==> config.mk <==
export PLATFORM = sky130hd
export DESIGN_NAME = e1_frame_crc4_alignment
export DESIGN_NICKNAME = d
export VERILOG_FILES = /design/src/hdl/e1_frame_crc4_alignment.v /design/src/hdl/frame_fifo.v
export VERILOG_INCLUDE_DIRS = /design/src /design/src/hdl
export SDC_FILE = /design/constraint.sdc
export NUM_CORES = 1
export LEC_CHECK = 0
export BUFFER_PORTS_ARGS = -buffer_cell sky130_fd_sc_hd__buf_4
export CAP_MARGIN = 20
export CELL_PAD_IN_SITES_DETAIL_PLACEMENT = 2
export CELL_PAD_IN_SITES_GLOBAL_PLACEMENT = 2
export CORE_MARGIN = 2
export CORE_UTILIZATION = 45
export CTS_CLUSTER_DIAMETER = 30
export DETAILED_ROUTE_END_ITERATION = 10
export PLACE_DENSITY_LB_ADDON = 0.15
export SYNTH_ARGS = -nofsm -noshare
export SYNTH_HDL_FRONTEND = slang
export SYNTH_HIERARCHICAL = 1
export SYNTH_SLANG_ARGS = --single-unit
==> constraint.sdc <==
create_clock -name sys_clk_i -period 4.8 [get_ports sys_clk_i]
set_input_delay 0.96 -clock sys_clk_i [delete_from_list [all_inputs] [get_ports sys_clk_i]]
set_output_delay 0.96 -clock sys_clk_i [all_outputs]
set_load 0.01 [all_outputs]
==> src/hdl/e1_framer_defines.vh <==
/*
 * Constants of the primary-rate framer: frame layout, alignment words,
 * checksum polynomial and the alignment timing figures.
 * Assumes inclusion by bare name; definitions only.
 */
`ifndef E1_FRAMER_DEFINES_VH
`define E1_FRAMER_DEFINES_VH

// Frame layout
`define FRAME_BITS        256
`define BIT_POS_W         8
`define TS0_LAST_POS      8'h07
`define FRAME_LAST_POS    8'hFF
`define MF_FRAMES         16
`define SMF_LAST_FRAME    3'h7

// Time slot 0 words and the idle payload byte
`define FAS_WORD          7'h1B
`define MFAS_WORD         6'h0B
`define SPARE_BITS        5'h1F
`define IDLE_BYTE         8'hFF

// Checksum x^4 + x + 1, low terms only
`define CRC_POLY_LOW      4'h3
`define CRC_RESET         4'h0

// Alignment thresholds
`define FAS_LOSS_COUNT    2'h3
`define MFAS_END_FRAME    4'hB
`define CRC_WINDOW        10'd1000
`define CRC_FALSE_LIMIT   10'd915

// Timing, in own units, then in frames
`define FRAME_PERIOD_US   125
`define MF_SEARCH_MS      8
`define MF_SEARCH_FRAMES  ((`MF_SEARCH_MS * 1000) / `FRAME_PERIOD_US)
`define MF_TIMEOUT_MS     250

`endif

==> src/hdl/e1_frame_crc4_alignment.v <==
/*
 * Primary-rate framer: transmit frame build with checksum insertion,
 * receive frame/multiframe alignment, checksum check and false-alignment
 * detection. Line bits and bit ticks arrive from pins and are resynchronised;
 * ticks must be far slower than sys_clk_i. Payload for slots 1..31 comes
 * through a FIFO from the user.
 */
//
// What this block does
// - Zero checksum positions before computing transmit checksum
// - Insert held remainder into next half multiframe
// - Receive checksum computed with check bits zeroed
// - Store remainder, compare against next block bits
// - Block error free only on exact match
// - Frame is 32 eight-bit slots, slot 0 first
// - Three bad alignment words declare sync lost
// - Multiframe failure or checksum limit also loses sync
// - Optional loss on three bad bit-2 checks
// - Recovery needs pattern, bit two one, pattern
// - Failed confirmation restarts search just after the failing check
// - Two multiframe words, 2 ms spaced, within 8 ms
// - Multiframe search only in non-pattern frames
// - No multiframe in 8 ms restarts search after
// - Withdraw actions on recovery unless multiframe timer already expired; reapply after timeout
// - Checksum monitoring only when fully aligned
// - 915 of 1000 bad blocks means false alignment
// - Alternate frames carry pattern, others bit two one
// - Non-pattern bit one carries 001011 and E bits
// - Checksum is x^4 scaled remainder by x^4+x+1
// - Multiframe splits into two checksum blocks
`timescale 1ns/1ps
`include "e1_framer_defines.vh"
module e1_frame_crc4_alignment #(
    parameter MF_TIMEOUT_MS = `MF_TIMEOUT_MS,
    parameter FIFO_DEPTH    = 32,
    parameter FIFO_AW       = 5
) (
    input  wire       sys_clk_i,
    input  wire       rst_i,
    input  wire       rx_line_i,
    input  wire       rx_bit_tick_i,
    input  wire       tx_bit_tick_i,
    input  wire       tx_rai_i,
    input  wire       bit2_loss_en_i,
    input  wire [7:0] tx_payload_i,
    input  wire       tx_payload_valid_i,
    output wire       tx_payload_ready_o,
    output reg        tx_line_o,
    output reg        frame_aligned_o,
    output reg        mf_aligned_o,
    output reg        frame_sync_lost_o,
    output reg        lof_action_o,
    output reg        crc_error_o
);
    localparam [15:0] MF_SEARCH_FRAMES = `MF_SEARCH_FRAMES;
    localparam [15:0] MF_TIMEOUT_FRAMES = (MF_TIMEOUT_MS * 1000) / `FRAME_PERIOD_US;
    localparam [5:0]  MFAS_BITS         = `MFAS_WORD;

    localparam [1:0] ST_SEARCH   = 2'h0;
    localparam [1:0] ST_CHK_NFAS = 2'h1;
    localparam [1:0] ST_CHK_FAS  = 2'h2;
    localparam [1:0] ST_ALIGNED  = 2'h3;

    // One checksum step, msb first; multiply by x^4 is implicit
    function [3:0] crc4_step;
        input [3:0] crc;
        input       din;
        begin
            crc4_step = {crc[2:0], 1'b0} ^ ((crc[3] ^ din) ? `CRC_POLY_LOW : 4'h0);
        end
    endfunction

    ////////////////////////////////////////////////////////////////////////
    // Pin synchronisers; edge found on second and third stages only
    reg [2:0] rx_tick_sync;
    reg [2:0] tx_tick_sync;
    reg [1:0] rx_line_sync;
    wire      rx_tick = rx_tick_sync[1] && !rx_tick_sync[2];
    wire      tx_tick = tx_tick_sync[1] && !tx_tick_sync[2];
    wire      rx_bit  = rx_line_sync[1];

    always @(posedge sys_clk_i) begin
        if (rst_i) begin
            rx_tick_sync <= 3'h0;
            tx_tick_sync <= 3'h0;
            rx_line_sync <= 2'h0;
        end else begin
            rx_tick_sync <= {rx_tick_sync[1:0], rx_bit_tick_i};
            tx_tick_sync <= {tx_tick_sync[1:0], tx_bit_tick_i};
            rx_line_sync <= {rx_line_sync[0], rx_line_i};
        end
    end

    ////////////////////////////////////////////////////////////////////////
    // Transmit
    reg  [7:0] tx_pos;
    reg  [3:0] tx_frame;
    reg  [3:0] tx_crc;
    reg  [3:0] tx_rem;
    reg  [7:0] tx_byte;
    wire [7:0] fifo_data;
    wire       fifo_valid;
    wire [4:0] tx_slot = tx_pos[7:3];
    wire [2:0] tx_bidx = tx_pos[2:0];
    wire       tx_is_c = (tx_pos == 8'h00) && !tx_frame[0];
    wire       fifo_pop = tx_tick && (tx_slot != 5'h00) && (tx_bidx == 3'h0);
    wire [7:0] new_byte = fifo_valid ? fifo_data : `IDLE_BYTE;
    reg        ts0_b1;
    reg  [7:0] ts0_byte;
    reg        next_tx_bit;

    frame_fifo #(
        .WIDTH (8),
        .DEPTH (FIFO_DEPTH),
        .AW    (FIFO_AW)
    ) u_tx_fifo (
        .sys_clk_i   (sys_clk_i),
        .rst_i       (rst_i),
        .in_data_i   (tx_payload_i),
        .in_valid_i  (tx_payload_valid_i),
        .in_ready_o  (tx_payload_ready_o),
        .out_data_o  (fifo_data),
        .out_valid_o (fifo_valid),
        .out_ready_i (fifo_pop)
    );

    always @* begin
        // Frames 1..11 spell the multiframe word; 13 and 15 carry E bits, idle one
        if (tx_frame[3:1] < 3'h6) begin
            ts0_b1 = MFAS_BITS[3'h5 - tx_frame[3:1]];
        end else begin
            ts0_b1 = 1'b1;
        end
        if (!tx_frame[0]) begin
            ts0_byte = {tx_rem[2'h3 - tx_frame[2:1]], `FAS_WORD};
        end else begin
            ts0_byte = {ts0_b1, 1'b1, tx_rai_i, `SPARE_BITS};
        end
        if (tx_slot == 5'h00) begin
            next_tx_bit = ts0_byte[3'h7 - tx_bidx];
        end else if (tx_bidx == 3'h0) begin
            next_tx_bit = new_byte[7];
        end else begin
            next_tx_bit = tx_byte[3'h7 - tx_bidx];
        end
    end

    always @(posedge sys_clk_i) begin
        if (rst_i) begin
            tx_pos    <= 8'h00;
            tx_frame  <= 4'h0;
            tx_crc    <= `CRC_RESET;
            tx_rem    <= `CRC_RESET;
            tx_byte   <= `IDLE_BYTE;
            tx_line_o <= 1'b1;
        end else if (tx_tick) begin
            tx_line_o <= next_tx_bit;
            tx_pos    <= tx_pos + 8'h01;
            if (fifo_pop) begin
                tx_byte <= new_byte;
            end
            if (tx_pos == `FRAME_LAST_POS) begin
                tx_frame <= tx_frame + 4'h1;
            end
            if ((tx_pos == `FRAME_LAST_POS) && (tx_frame[2:0] == `SMF_LAST_FRAME)) begin
                tx_rem <= crc4_step(tx_crc, next_tx_bit);
                tx_crc <= `CRC_RESET;
            end else begin
                tx_crc <= crc4_step(tx_crc, tx_is_c ? 1'b0 : next_tx_bit);
            end
        end
    end

    ////////////////////////////////////////////////////////////////////////
    // Receive alignment
    reg  [1:0]  state;
    reg  [7:0]  rx_sh;
    reg  [7:0]  rx_pos;
    reg  [3:0]  rx_frame;
    reg  [1:0]  fas_err;
    reg  [1:0]  bit2_err;
    reg  [5:0]  mfas_sh;
    reg         mfas_seen;
    reg  [15:0] mf_search_cnt;
    reg  [15:0] mf_timeout_cnt;
    reg         ignore_valid;
    reg  [3:0]  rx_crc;
    reg  [3:0]  rx_prev;
    reg         prev_valid;
    reg  [3:0]  rx_cbits;
    reg         crc_active;
    reg  [9:0]  blk_cnt;
    reg  [9:0]  bad_cnt;
    wire [7:0]  sh_next  = {rx_sh[6:0], rx_bit};
    wire        fas_ok   = (sh_next[6:0] == `FAS_WORD);
    wire        at_ts0   = (rx_pos == `TS0_LAST_POS);
    wire        at_wrap  = (rx_pos == `FRAME_LAST_POS);
    wire        smf_end  = at_wrap && (rx_frame[2:0] == `SMF_LAST_FRAME);
    wire        rx_is_c  = (rx_pos == 8'h00) && !rx_frame[0];
    wire [3:0]  crc_fin  = crc4_step(rx_crc, rx_is_c ? 1'b0 : rx_bit);
    wire        blk_bad  = (rx_prev != rx_cbits);
    wire [5:0]  mfas_nxt = {mfas_sh[4:0], sh_next[7]};

    always @(posedge sys_clk_i) begin
        if (rst_i) begin
            state             <= ST_SEARCH;
            rx_sh             <= 8'h00;
            rx_pos            <= 8'h00;
            rx_frame          <= 4'h0;
            fas_err           <= 2'h0;
            bit2_err          <= 2'h0;
            mfas_sh           <= 6'h00;
            mfas_seen         <= 1'b0;
            mf_search_cnt     <= 16'h0000;
            mf_timeout_cnt    <= 16'h0000;
            ignore_valid      <= 1'b0;
            rx_crc            <= `CRC_RESET;
            rx_prev           <= `CRC_RESET;
            prev_valid        <= 1'b0;
            rx_cbits          <= 4'h0;
            crc_active        <= 1'b0;
            blk_cnt           <= 10'h000;
            bad_cnt           <= 10'h000;
            frame_aligned_o   <= 1'b0;
            mf_aligned_o      <= 1'b0;
            frame_sync_lost_o <= 1'b1;
            lof_action_o      <= 1'b1;
            crc_error_o       <= 1'b0;
        end else begin
            crc_error_o       <= 1'b0;
            frame_aligned_o   <= (state == ST_ALIGNED);
            frame_sync_lost_o <= (state != ST_ALIGNED);
            // Actions lift on recovery unless the timer, cleared only by multiframe alignment, has run out; return when it does
            lof_action_o      <= (state != ST_ALIGNED) || (!mf_aligned_o &&
                                 (mf_timeout_cnt >= MF_TIMEOUT_FRAMES));
            if (rx_tick) begin
                rx_sh  <= sh_next;
                rx_pos <= rx_pos + 8'h01;
                if (at_wrap) begin
                    rx_frame <= rx_frame + 4'h1;
                    if (!mf_aligned_o && (mf_timeout_cnt < MF_TIMEOUT_FRAMES)) begin
                        mf_timeout_cnt <= mf_timeout_cnt + 16'h0001;
                    end
                end
                case (state)
                    ST_SEARCH: begin
                        // Skip the old spurious position so we slide past it
                        if (fas_ok && !(ignore_valid && at_ts0)) begin
                            state    <= ST_CHK_NFAS;
                            rx_pos   <= `TS0_LAST_POS + 8'h01;
                            rx_frame <= 4'h0;
                        end
                    end
                    ST_CHK_NFAS: begin
                        if (at_ts0) begin
                            state <= sh_next[6] ? ST_CHK_FAS : ST_SEARCH;
                        end
                    end
                    ST_CHK_FAS: begin
                        if (at_ts0) begin
                            if (fas_ok) begin
                                state         <= ST_ALIGNED;
                                ignore_valid  <= 1'b0;
                                fas_err       <= 2'h0;
                                bit2_err      <= 2'h0;
                                mfas_seen     <= 1'b0;
                                mf_search_cnt <= 16'h0000;
                            end else begin
                                state <= ST_SEARCH;
                            end
                        end
                    end
                    ST_ALIGNED: begin
                        if (at_wrap && !mf_aligned_o) begin
                            mf_search_cnt <= mf_search_cnt + 16'h0001;
                            if (mf_search_cnt + 16'h0001 >= MF_SEARCH_FRAMES) begin
                                state        <= ST_SEARCH;
                                ignore_valid <= 1'b1;
                            end
                        end
                        if (at_ts0 && !rx_frame[0]) begin
                            if (fas_ok) begin
                                fas_err <= 2'h0;
                            end else if (fas_err == `FAS_LOSS_COUNT - 2'h1) begin
                                state <= ST_SEARCH;
                            end else begin
                                fas_err <= fas_err + 2'h1;
                            end
                        end
                        if (at_ts0 && rx_frame[0]) begin
                            if (sh_next[6]) begin
                                bit2_err <= 2'h0;
                            end else if (bit2_err == `FAS_LOSS_COUNT - 2'h1) begin
                                if (bit2_loss_en_i) begin
                                    state <= ST_SEARCH;
                                end
                            end else begin
                                bit2_err <= bit2_err + 2'h1;
                            end
                            mfas_sh <= mfas_nxt;
                            // Same phase again means a 2 ms multiple apart
                            if (!mf_aligned_o && (mfas_nxt == `MFAS_WORD)) begin
                                if (mfas_seen && (rx_frame == `MFAS_END_FRAME)) begin
                                    mf_aligned_o <= 1'b1;
                                end
                                mfas_seen <= 1'b1;
                                rx_frame  <= `MFAS_END_FRAME;
                            end
                        end
                    end
                    default: begin
                        state <= ST_SEARCH;
                    end
                endcase

                // Checksum monitor starts at the first block edge when aligned
                if (!crc_active) begin
                    if (smf_end && mf_aligned_o && (state == ST_ALIGNED)) begin
                        crc_active <= 1'b1;
                        rx_crc     <= `CRC_RESET;
                        prev_valid <= 1'b0;
                        blk_cnt    <= 10'h000;
                        bad_cnt    <= 10'h000;
                    end
                end else if (smf_end) begin
                    rx_prev    <= crc_fin;
                    rx_crc     <= `CRC_RESET;
                    prev_valid <= 1'b1;
                    if (prev_valid) begin
                        crc_error_o <= blk_bad;
                        if (blk_bad && (bad_cnt + 10'h001 >= `CRC_FALSE_LIMIT)) begin
                            state        <= ST_SEARCH;
                            ignore_valid <= 1'b1;
                        end
                        if (blk_cnt == `CRC_WINDOW - 10'h001) begin
                            blk_cnt <= 10'h000;
                            bad_cnt <= 10'h000;
                        end else begin
                            blk_cnt <= blk_cnt + 10'h001;
                            bad_cnt <= bad_cnt + {9'h000, blk_bad};
                        end
                    end
                end else begin
                    rx_crc <= crc_fin;
                    if (rx_is_c) begin
                        rx_cbits <= {rx_cbits[2:0], rx_bit};
                    end
                end
            end

            // Leaving alignment drops multiframe alignment and the checksum monitor
            if (state != ST_ALIGNED) begin
                mf_aligned_o <= 1'b0;
                crc_active   <= 1'b0;
            end
            if (mf_aligned_o) begin
                mf_timeout_cnt <= 16'h0000;
            end
        end
    end
endmodule // e1_frame_crc4_alignment

==> src/hdl/frame_fifo.v <==
/*
 * Small synchronous FIFO with valid/ready on both sides.
 * Read data come from an output register; in_ready is registered.
 * Assumes one clock and a synchronous active-high reset.
 */
`timescale 1ns/1ps
module frame_fifo #(
    parameter WIDTH = 8,
    parameter DEPTH = 32,
    parameter AW    = 5
) (
    input  wire             sys_clk_i,
    input  wire             rst_i,
    input  wire [WIDTH-1:0] in_data_i,
    input  wire             in_valid_i,
    output reg              in_ready_o,
    output reg  [WIDTH-1:0] out_data_o,
    output reg              out_valid_o,
    input  wire             out_ready_i
);
    reg [WIDTH-1:0] mem [0:DEPTH-1];
    reg [AW-1:0]    wr_ptr;
    reg [AW-1:0]    rd_ptr;
    reg [AW:0]      count;
    wire            push = in_valid_i && in_ready_o;
    wire            pop  = (count != {(AW+1){1'b0}}) && (!out_valid_o || out_ready_i);
    wire [AW:0]     next_count = count + {{AW{1'b0}}, push} - {{AW{1'b0}}, pop};

    always @(posedge sys_clk_i) begin
        if (push) begin
            mem[wr_ptr] <= in_data_i;
        end
        if (rst_i) begin
            wr_ptr      <= {AW{1'b0}};
            rd_ptr      <= {AW{1'b0}};
            count       <= {(AW+1){1'b0}};
            in_ready_o  <= 1'b0;
            out_valid_o <= 1'b0;
            out_data_o  <= {WIDTH{1'b0}};
        end else begin
            count      <= next_count;
            in_ready_o <= (next_count < DEPTH);
            if (push) begin
                wr_ptr <= (wr_ptr == DEPTH - 1) ? {AW{1'b0}} : wr_ptr + 1'b1;
            end
            if (pop) begin
                out_data_o  <= mem[rd_ptr];
                out_valid_o <= 1'b1;
                rd_ptr      <= (rd_ptr == DEPTH - 1) ? {AW{1'b0}} : rd_ptr + 1'b1;
            end else if (out_ready_i) begin
                out_valid_o <= 1'b0;
            end
        end
    end
endmodule // frame_fifo

==> results.tsv, run 1 <==
metric	value	unit
outcome	finished clean	
synth_simple_gate_area_share	13.1	%
yosys_warnings	6	
cts_setup_buffers	0	
antenna_cells	0	
dp.cells	1868	
rsz0062_at_grt	false	
worst_setup_path_start_kind	register	
finClkSkew	0.0439	ns
core-area	0.0395	mm²
clockPowerShare	56.9	%
timing.final.crit_share	84.2	%
grt_max_degree	64	
cts_sinks	422	
die_y	204	µm
worstPathRequired	5.27	ns
clkTransAtPathRegs	0.04	ns
slowest_delay	0.57	ns
slowest_stage	dfxtp_1	
ant_nets	0	
synth-edff-count	256	
grt_pass1_wl	85200	µm
area_delta_synth_final	23.0	%
path_buf_inv	4	
synth.distinct_cells	78	
netlist_instances	1374	
synth_top_family_by_area	simple AND/OR/NAND/NOR gates	
crit_path_end_kind	register	
tightest_slew	1.14	ns
cts-root-buf	clkbuf_16	
wl_per_cell	27.0	µm
fin_crit	4.04	ns
crit_start	tx_pos[0]	
path_max_fanout	11	
drv_cap	0	
synth_compound_area_share	7.83	%
worstReg2RegStart	tx_pos[0]	
cts-buffers-inserted	103	
gp_congestion	0.760	
synth_xor_area_share	2.64	%
drt_wl_total	55500	µm
insertion_delay	0.65	ns
synth_ff_type	edfxtp_1	
seq_area	0.0110	mm²
intPower	9.26	mW
grt_pass1_vias	13685	
cellPowerDensity	563	mW/mm²
setup_viol	0	
leakagePower	7.68	nW
critPathKind	reg2reg	
clock_path_buffers	3	
die_area	0.0414	mm²
synthAdderAreaFrac	2.63	%
avgViaCountPerCell	5.90	
min_from	mf_timeout_cnt[11]	
port_buffers	22	
rows	73	
cp.arrival	4.51	ns
synth-seq-area-share	61.5	%
switching_share	25.3	%
syn_avg_cell_area	13.0	µm²
finalMaxSlewViolations	0	
post-dp-hpwl	30700	µm
max-vdd-ir-drop	382	µV
seq_power_share	33.1	%
critPathTopFamily	adder cells	
ctsResizeCount	0	
fp.dieW	204	µm
multiInputGateArea	0.00645	mm²
hold_buffers	0	
max_freq	247	MHz
final_cells	2058	
track_usage	27.8	%
num_vias	12137	
finalSetupTns	0	ns
drc	0	
muxShareOfSynthArea	9.77	%
drive_above_1_share	19.5	%
power_frac_comb	10.0	%
grt.overflow.total	0	
ys_ff_latch	422	
power.net_switching	3.14	mW
synth_nets	1427	
nets	1501	
synth_area	0.0179	mm²
io-pin-count	23	
cts_tree	built	
start_util	45.3	%
antenna_found_initial	0	
dr.pass1.iters	5	
drt-initial-drc-count	657	
slew_headroom	23.7	%
h-tree-depth	3	
min_path_type	reg2reg	
pre_cts_slack	0.942	ns
async_flop_share	0	%
hold_viol	0	
crit_chain	inv_1 > ha_1 > nand2b_1 > or3_1 > clkinv_1 > nand2b_1 > nand2_1 > inv_1 > ha_1 > inv_1 > ha_1 > fa_1 > a21oi_1 > o21ai_0 > xnor2_1 > nor2_1	
setup_slack	0.758	ns
n_fill_cell	3555	
-- power by group through the flow --
stage / logic (mW) / clock network, mW / registers [mW]
after floorplan: 0.952 / 0 / 4.04
after global placement: 1.12 / 0 / 4.15
after detailed placement: 1.18 / 0 / 4.16
after CTS: 1.24 / 7.16 / 4.11
after global routing: 1.33 / 7.37 / 4.12
final: 1.24 / 7.06 / 4.10
-- metal layers --
metal	vias up	GRT usage (%)	wire length [µm]
met1	6359	32.2	22000
met2	307	50.4	29700
met5	-	0	0
li1	5363	-	-
met4	0	10.8	1680
met3	108	5.47	2120
-- state kept, by name (all words and copies together), names as in the netlist, 5 cells and up --
signal,cells
bad_cnt,10
blk_cnt,10
mf_search_cnt,16
mf_timeout_cnt,16
mfas_sh,5
rx_pos,8
rx_sh,7
tx_byte,8
tx_pos,8
u_tx_fifo/count,6
u_tx_fifo/mem,256
u_tx_fifo/out_data_o,8
u_tx_fifo/rd_ptr,5
u_tx_fifo/wr_ptr,5
-- path summary, 6_finish.rpt --
kind	slack, ns	end	cells after the start
max	0.76	u_tx_fifo/count[4]	16
min	0.46	mf_timeout_cnt[11]	1
max reg2reg	0.76	u_tx_fifo/count[4]	16
min reg2reg	0.46	mf_timeout_cnt[11]	1
-- cell type report --
class                           count  area share (%)
Sequential cell                   422            50.0
Multi-Input combinational cell    853            29.3
Clock buffer                      128            12.5
Clock inverter                     62            3.49
Tap cell                          525            2.98
Timing Repair Buffer               36            1.23
Inverter                           32           0.545
-- worst register-to-register path, stage by stage, from the launching register on --
cell and delay (ns):
dfxtp_1 0.57, inv_1 0.09, ha_1 0.25, nand2b_1 0.10, or3_1 0.33, clkinv_1 0.34
nand2b_1 0.35, nand2_1 0.16, inv_1 0.22, ha_1 0.36, inv_1 0.04, ha_1 0.20
fa_1 0.41, a21oi_1 0.14, o21ai_0 0.11, xnor2_1 0.15, nor2_1 0.05
-- through the flow --
stage / util [%] / hold slack [ns] / power [mW] / instance area [µm²]
floorplan: - / 0.414 / 4.99 / 17900
global placement: 46.8 / 0.425 / 5.27 / 18500
detailed placement: 46.8 / 0.436 / 5.34 / 18500
CTS: 55.7 / 0.464 / 12.5 / 22000
global route: 55.7 / 0.473 / 12.8 / 22000
finish: 55.7 / 0.458 / 12.4 / 22000
-- layout by cell type, fill, tap and decap left out, types with 8 or more instances in the layout --
| master | n |
|---|---|
| a21oi_1 | 57 |
| mux2i_1 | 23 |
| nor3b_1 | 11 |
| clkbuf_8 | 8 |
| a22o_1 | 17 |
| a2bb2oi_1 | 8 |
| a31oi_1 | 10 |
| nand2_1 | 86 |
| nor3_1 | 27 |
| edfxtp_1 | 256 |
| bufinv_16 | 13 |
| o22ai_1 | 9 |
| o21bai_1 | 9 |
| and2_1 | 11 |
| nor2b_1 | 21 |
| clkinv_2 | 16 |
| dfxtp_1 | 164 |
| ha_1 | 36 |
| clkinvlp_4 | 11 |
| o31ai_1 | 9 |
| or3_1 | 11 |
| clkbuf_1 | 17 |
| clkinv_4 | 8 |
| nor2_1 | 163 |
| o41ai_1 | 9 |
| and3_1 | 13 |
| xnor2_1 | 26 |
| buf_4 | 36 |
| xor2_1 | 28 |
| mux4_2 | 67 |
| o21ai_0 | 34 |
| nand3_1 | 28 |
| nand2b_1 | 11 |
| clkbuf_16 | 103 |
| nand4_1 | 31 |
| inv_1 | 29 |
-- synth_stat cells (4+ instances only) --
cell         n  area [µm²]
a21oi_1     57         285
a22o_1      17         149
a22oi_1      7        52.6
a2bb2oi_1    8        70.1
a31oi_1     10        62.6
and2_1      11        68.8
and3_1      13        81.3
buf_2        9        45.0
buf_4        4        30.0
buf_6        4        45.0
clkbuf_1    46         173
dfxtp_1    166        3320
edfxtp_1   256        7690
ha_1        36         450
inv_1       29         109
mux2i_1     23         230
mux4_2      67        1510
nand2_1     86         323
nand2b_1    11        68.8
nand3_1     28         140
nand3b_1     6        45.0
nand4_1     31         194
nor2_1     163         612
nor2b_1     22         138
nor3_1      27         135
nor3_2       5        50.1
nor3b_1     11        82.6
o211ai_1     4        30.0
o21ai_0     34         170
o21bai_1     9        67.6
o221ai_1     6        52.6
o22ai_1      9        56.3
o31ai_1      9        67.6
o41ai_1      9        78.8
or2_2        5        31.3
or3_1       11        68.8
or4_1        7        52.6
or4b_2       4        40.0
xnor2_1     26         228
xor2_1      28         245
-- logic make-up after synthesis --
family,Yosys count
simple gates,463
flops,422
compound gates,208
buf+inv,99
mux,91
xor+xnor,54
fa+ha+maj,37
No activity file was read; power rests on OpenSTA's default activity.
==> run 2: changes to the inputs <==
--- a/config.mk
+++ b/config.mk
@@ -11,7 +11,7 @@
 export CELL_PAD_IN_SITES_DETAIL_PLACEMENT = 2
 export CELL_PAD_IN_SITES_GLOBAL_PLACEMENT = 2
 export CORE_MARGIN = 2
-export CORE_UTILIZATION = 45
+export CORE_UTILIZATION = 41
 export CTS_CLUSTER_DIAMETER = 30
 export DETAILED_ROUTE_END_ITERATION = 10
 export PLACE_DENSITY_LB_ADDON = 0.15
==> constraint.sdc (replaced) <==
create_clock -name sys_clk_i -period 3.3 [get_ports sys_clk_i]
set_input_delay 0.66 -clock sys_clk_i [delete_from_list [all_inputs] [get_ports sys_clk_i]]
set_output_delay 0.66 -clock sys_clk_i [all_outputs]
set_load 0.01 [all_outputs]
==> run 2 against run 1 <==
Power increased by 48%. Critical path type unchanged. Register-to-register slack got worse by 0.49 ns. Cell area grew 3.0%. Sequential power increased by 45%. Global-route usage down 3.3 points. Maximum frequency rose by 33%. Non-clock buffer count grew 53. Sequential share of layout area is 1.5 points lower. Clock-buffer cell count is 2 higher. Combinational power up 53%. Flip-flop and latch count stayed put. Largest cell class unchanged.
==> results.tsv, run 2 (synthesis gave the netlist of run 1 again) <==
metric	value	unit	change
max_freq	330	MHz	+33%
cts-root-buf	clkbuf_16		
critPathKind	reg2reg		
timing.final.crit_share	91.8	%	+7.6 points
n_fill_cell	4003		+13%
wl_per_cell	24.5	µm	-9.2%
crit_path_end_kind	register		
setup_viol	0		unchanged
reg2reg_slack	0.27	ns	-0.49 ns
die_area	0.0454	mm²	+9.6%
nets	1555		+3.6%
cts_tree	built		
slew_headroom	43.2	%	+20 points
place_area	0.0190	mm²	+2.7%
area_delta_synth_final	26.7	%	
hold_slack	0.248	ns	-0.210 ns
cts_sinks	422		unchanged
rows	76		+4.1%
fp.dieW	213	µm	+4.7%
rsz0062_at_grt	false		
slowest_delay	0.42	ns	-0.15 ns
hold_buffers	0		unchanged
io-pin-count	23		unchanged
drt_wl_total	53300	µm	-4.0%
timing.rr.end	u_tx_fifo/count[4]		
min_path_type	in2reg		
mostFrequentLayoutCells	edfxtp_1 (256), dfxtp_1 (164), nor2_1 (163), clkbuf_16 (105), buf_4 (87)		
final_common_cell	edfxtp_1		
slowest_stage	fa_1		
antenna_found_initial	0		unchanged
regMostFlops	u_tx_fifo/mem		
whs_path_depth	2		+1
leakagePower	8.05	nW	+4.7%
cp.depth	15		-1
reg2reg_depth	15		-1
worst_setup_path_start_kind	register		
max-vdd-ir-drop	781	µV	+100%
min_from	rx_bit_tick_i		
critPathTopFamily	simple AND/OR/NAND/NOR gates		
hold_end	rx_tick_sync[0]		
cp.arrival	3.54	ns	-0.97 ns
finClkSkew	0.0436	ns	-0.000336 ns
drt-initial-drc-count	674		+2.6%
core-area	0.0431	mm²	+8.9%
drc	0		unchanged
avgViaCountPerCell	5.55		-5.9%
final_area	0.0227	mm²	+3.0%
grt_pass1_vias	13423		-1.9%
fin_crit	3.03	ns	-1.01 ns
insertion_delay	0.66	ns	about the same
drv_cap	0		unchanged
ant_nets	0		unchanged
worstPathRequired	3.81	ns	-1.46 ns
start_util	41.6	%	-3.7 points
multiInputGateArea	0.00646	mm²	about the same
cellPowerDensity	810	mW/mm²	+44%
path_buf_inv	3		-1
path_max_fanout	9		-2
grt_pass1_wl	82000	µm	-3.8%
seq_area	0.0110	mm²	unchanged
drive_above_1_share	22.7	%	+3.2 points
finalMaxSlewViolations	0		unchanged
grt.overflow.total	0		unchanged
worstReg2RegStart	tx_pos[7]		
clkTransAtPathRegs	0.05	ns	about the same
antenna_cells	0		unchanged
grt_max_degree	42		-34%
outcome	finished clean		
ctsResizeCount	0		unchanged
reg_top3	u_tx_fifo/mem (256), mf_search_cnt (16), mf_timeout_cnt (16)		
crit_chain	nor3_1 > and2_1 > or3_1 > clkinv_2 > nand2b_1 > nand2_1 > inv_1 > ha_1 > inv_1 > ha_1 > fa_1 > a21oi_1 > o21ai_0 > xnor2_1 > nor2_1		
clock_path_buffers	3		unchanged
gp_congestion	0.781		+2.7%
cts-buffers-inserted	104		+0.97%
hold_viol	0		unchanged
track_usage	24.4	%	-3.3 points
num_vias	12086		-0.42%
tightest_slew	0.851	ns	-0.292 ns
post-dp-hpwl	32400	µm	+5.7%
port_buffers	22		unchanged
h-tree-depth	3		unchanged
die_y	213	µm	+4.7%
cts_setup_buffers	0		unchanged
dr.pass1.iters	5		unchanged
largest_reg_flops	256		unchanged
==> run 2: cell count changes in the layout (fill, tap and decap cells not counted), sizes merged <==
cell      change
bufinv        +2
clkbuf        +2
clkinv        +5
clkinvlp      +1
inv           -4
buf          +53
==> run 2: cell type report <==
class	instances	area share, %
inverter	32	0.535
clock buffer	130	12.5
tap	585	3.22
timing repair buffer	89	3.05
clock inverter	66	3.73
sequential	422	48.5
multi-input combinational	853	28.4
==> run 2: report_power, final <==
part	leakage (nW)	switching (mW)	total (mW)	internal (mW)
Sequential	3.65	0.220	5.95	5.73
Clock	1.77	3.30	10.5	7.23
Combinational	2.63	1.03	1.90	0.872
Total	8.05	4.55	18.4	13.8
==> run 2: per-layer routing <==
metal,vias to the layer above,GRT usage (%),part of all wire (%)
met5,-,0,0
met4,0,10.1,3.5
met3,118,5.32,4.5
met2,301,43.7,52
met1,6183,28.2,40
li1,5484,-,-
==> run 2: per-stage QoR <==
step	instances	TNS, ns	worst slack (ns)	power (mW)	util (%)
2_1_floorplan	1374	-0.0418	-0.0418	7.27	-
3_3_place_gp	1981	0	0.437	7.82	44.2
3_5_place_dp	1981	0	0.371	7.90	44.2
4_1_cts	2177	0	0.232	18.6	52.7
5_1_grt	2177	0	0.0697	19.0	52.7
6_report	2177	0	0.270	18.4	52.7
==> run 2: how the worst max path moves through the flow <==
stage / start / end / slack [ns]
final: tx_pos[7] / u_tx_fifo/count[4] / 0.27
after global routing: tx_pos[7] / u_tx_fifo/count[4] / 0.07
after CTS: tx_pos[7] / u_tx_fifo/count[4] / 0.23
after detailed placement: tx_pos[7] / u_tx_fifo/count[4] / 0.37
after global placement: tx_pos[7] / u_tx_fifo/count[4] / 0.44
after floorplan: tx_pos[0] / u_tx_fifo/count[4] / -0.04
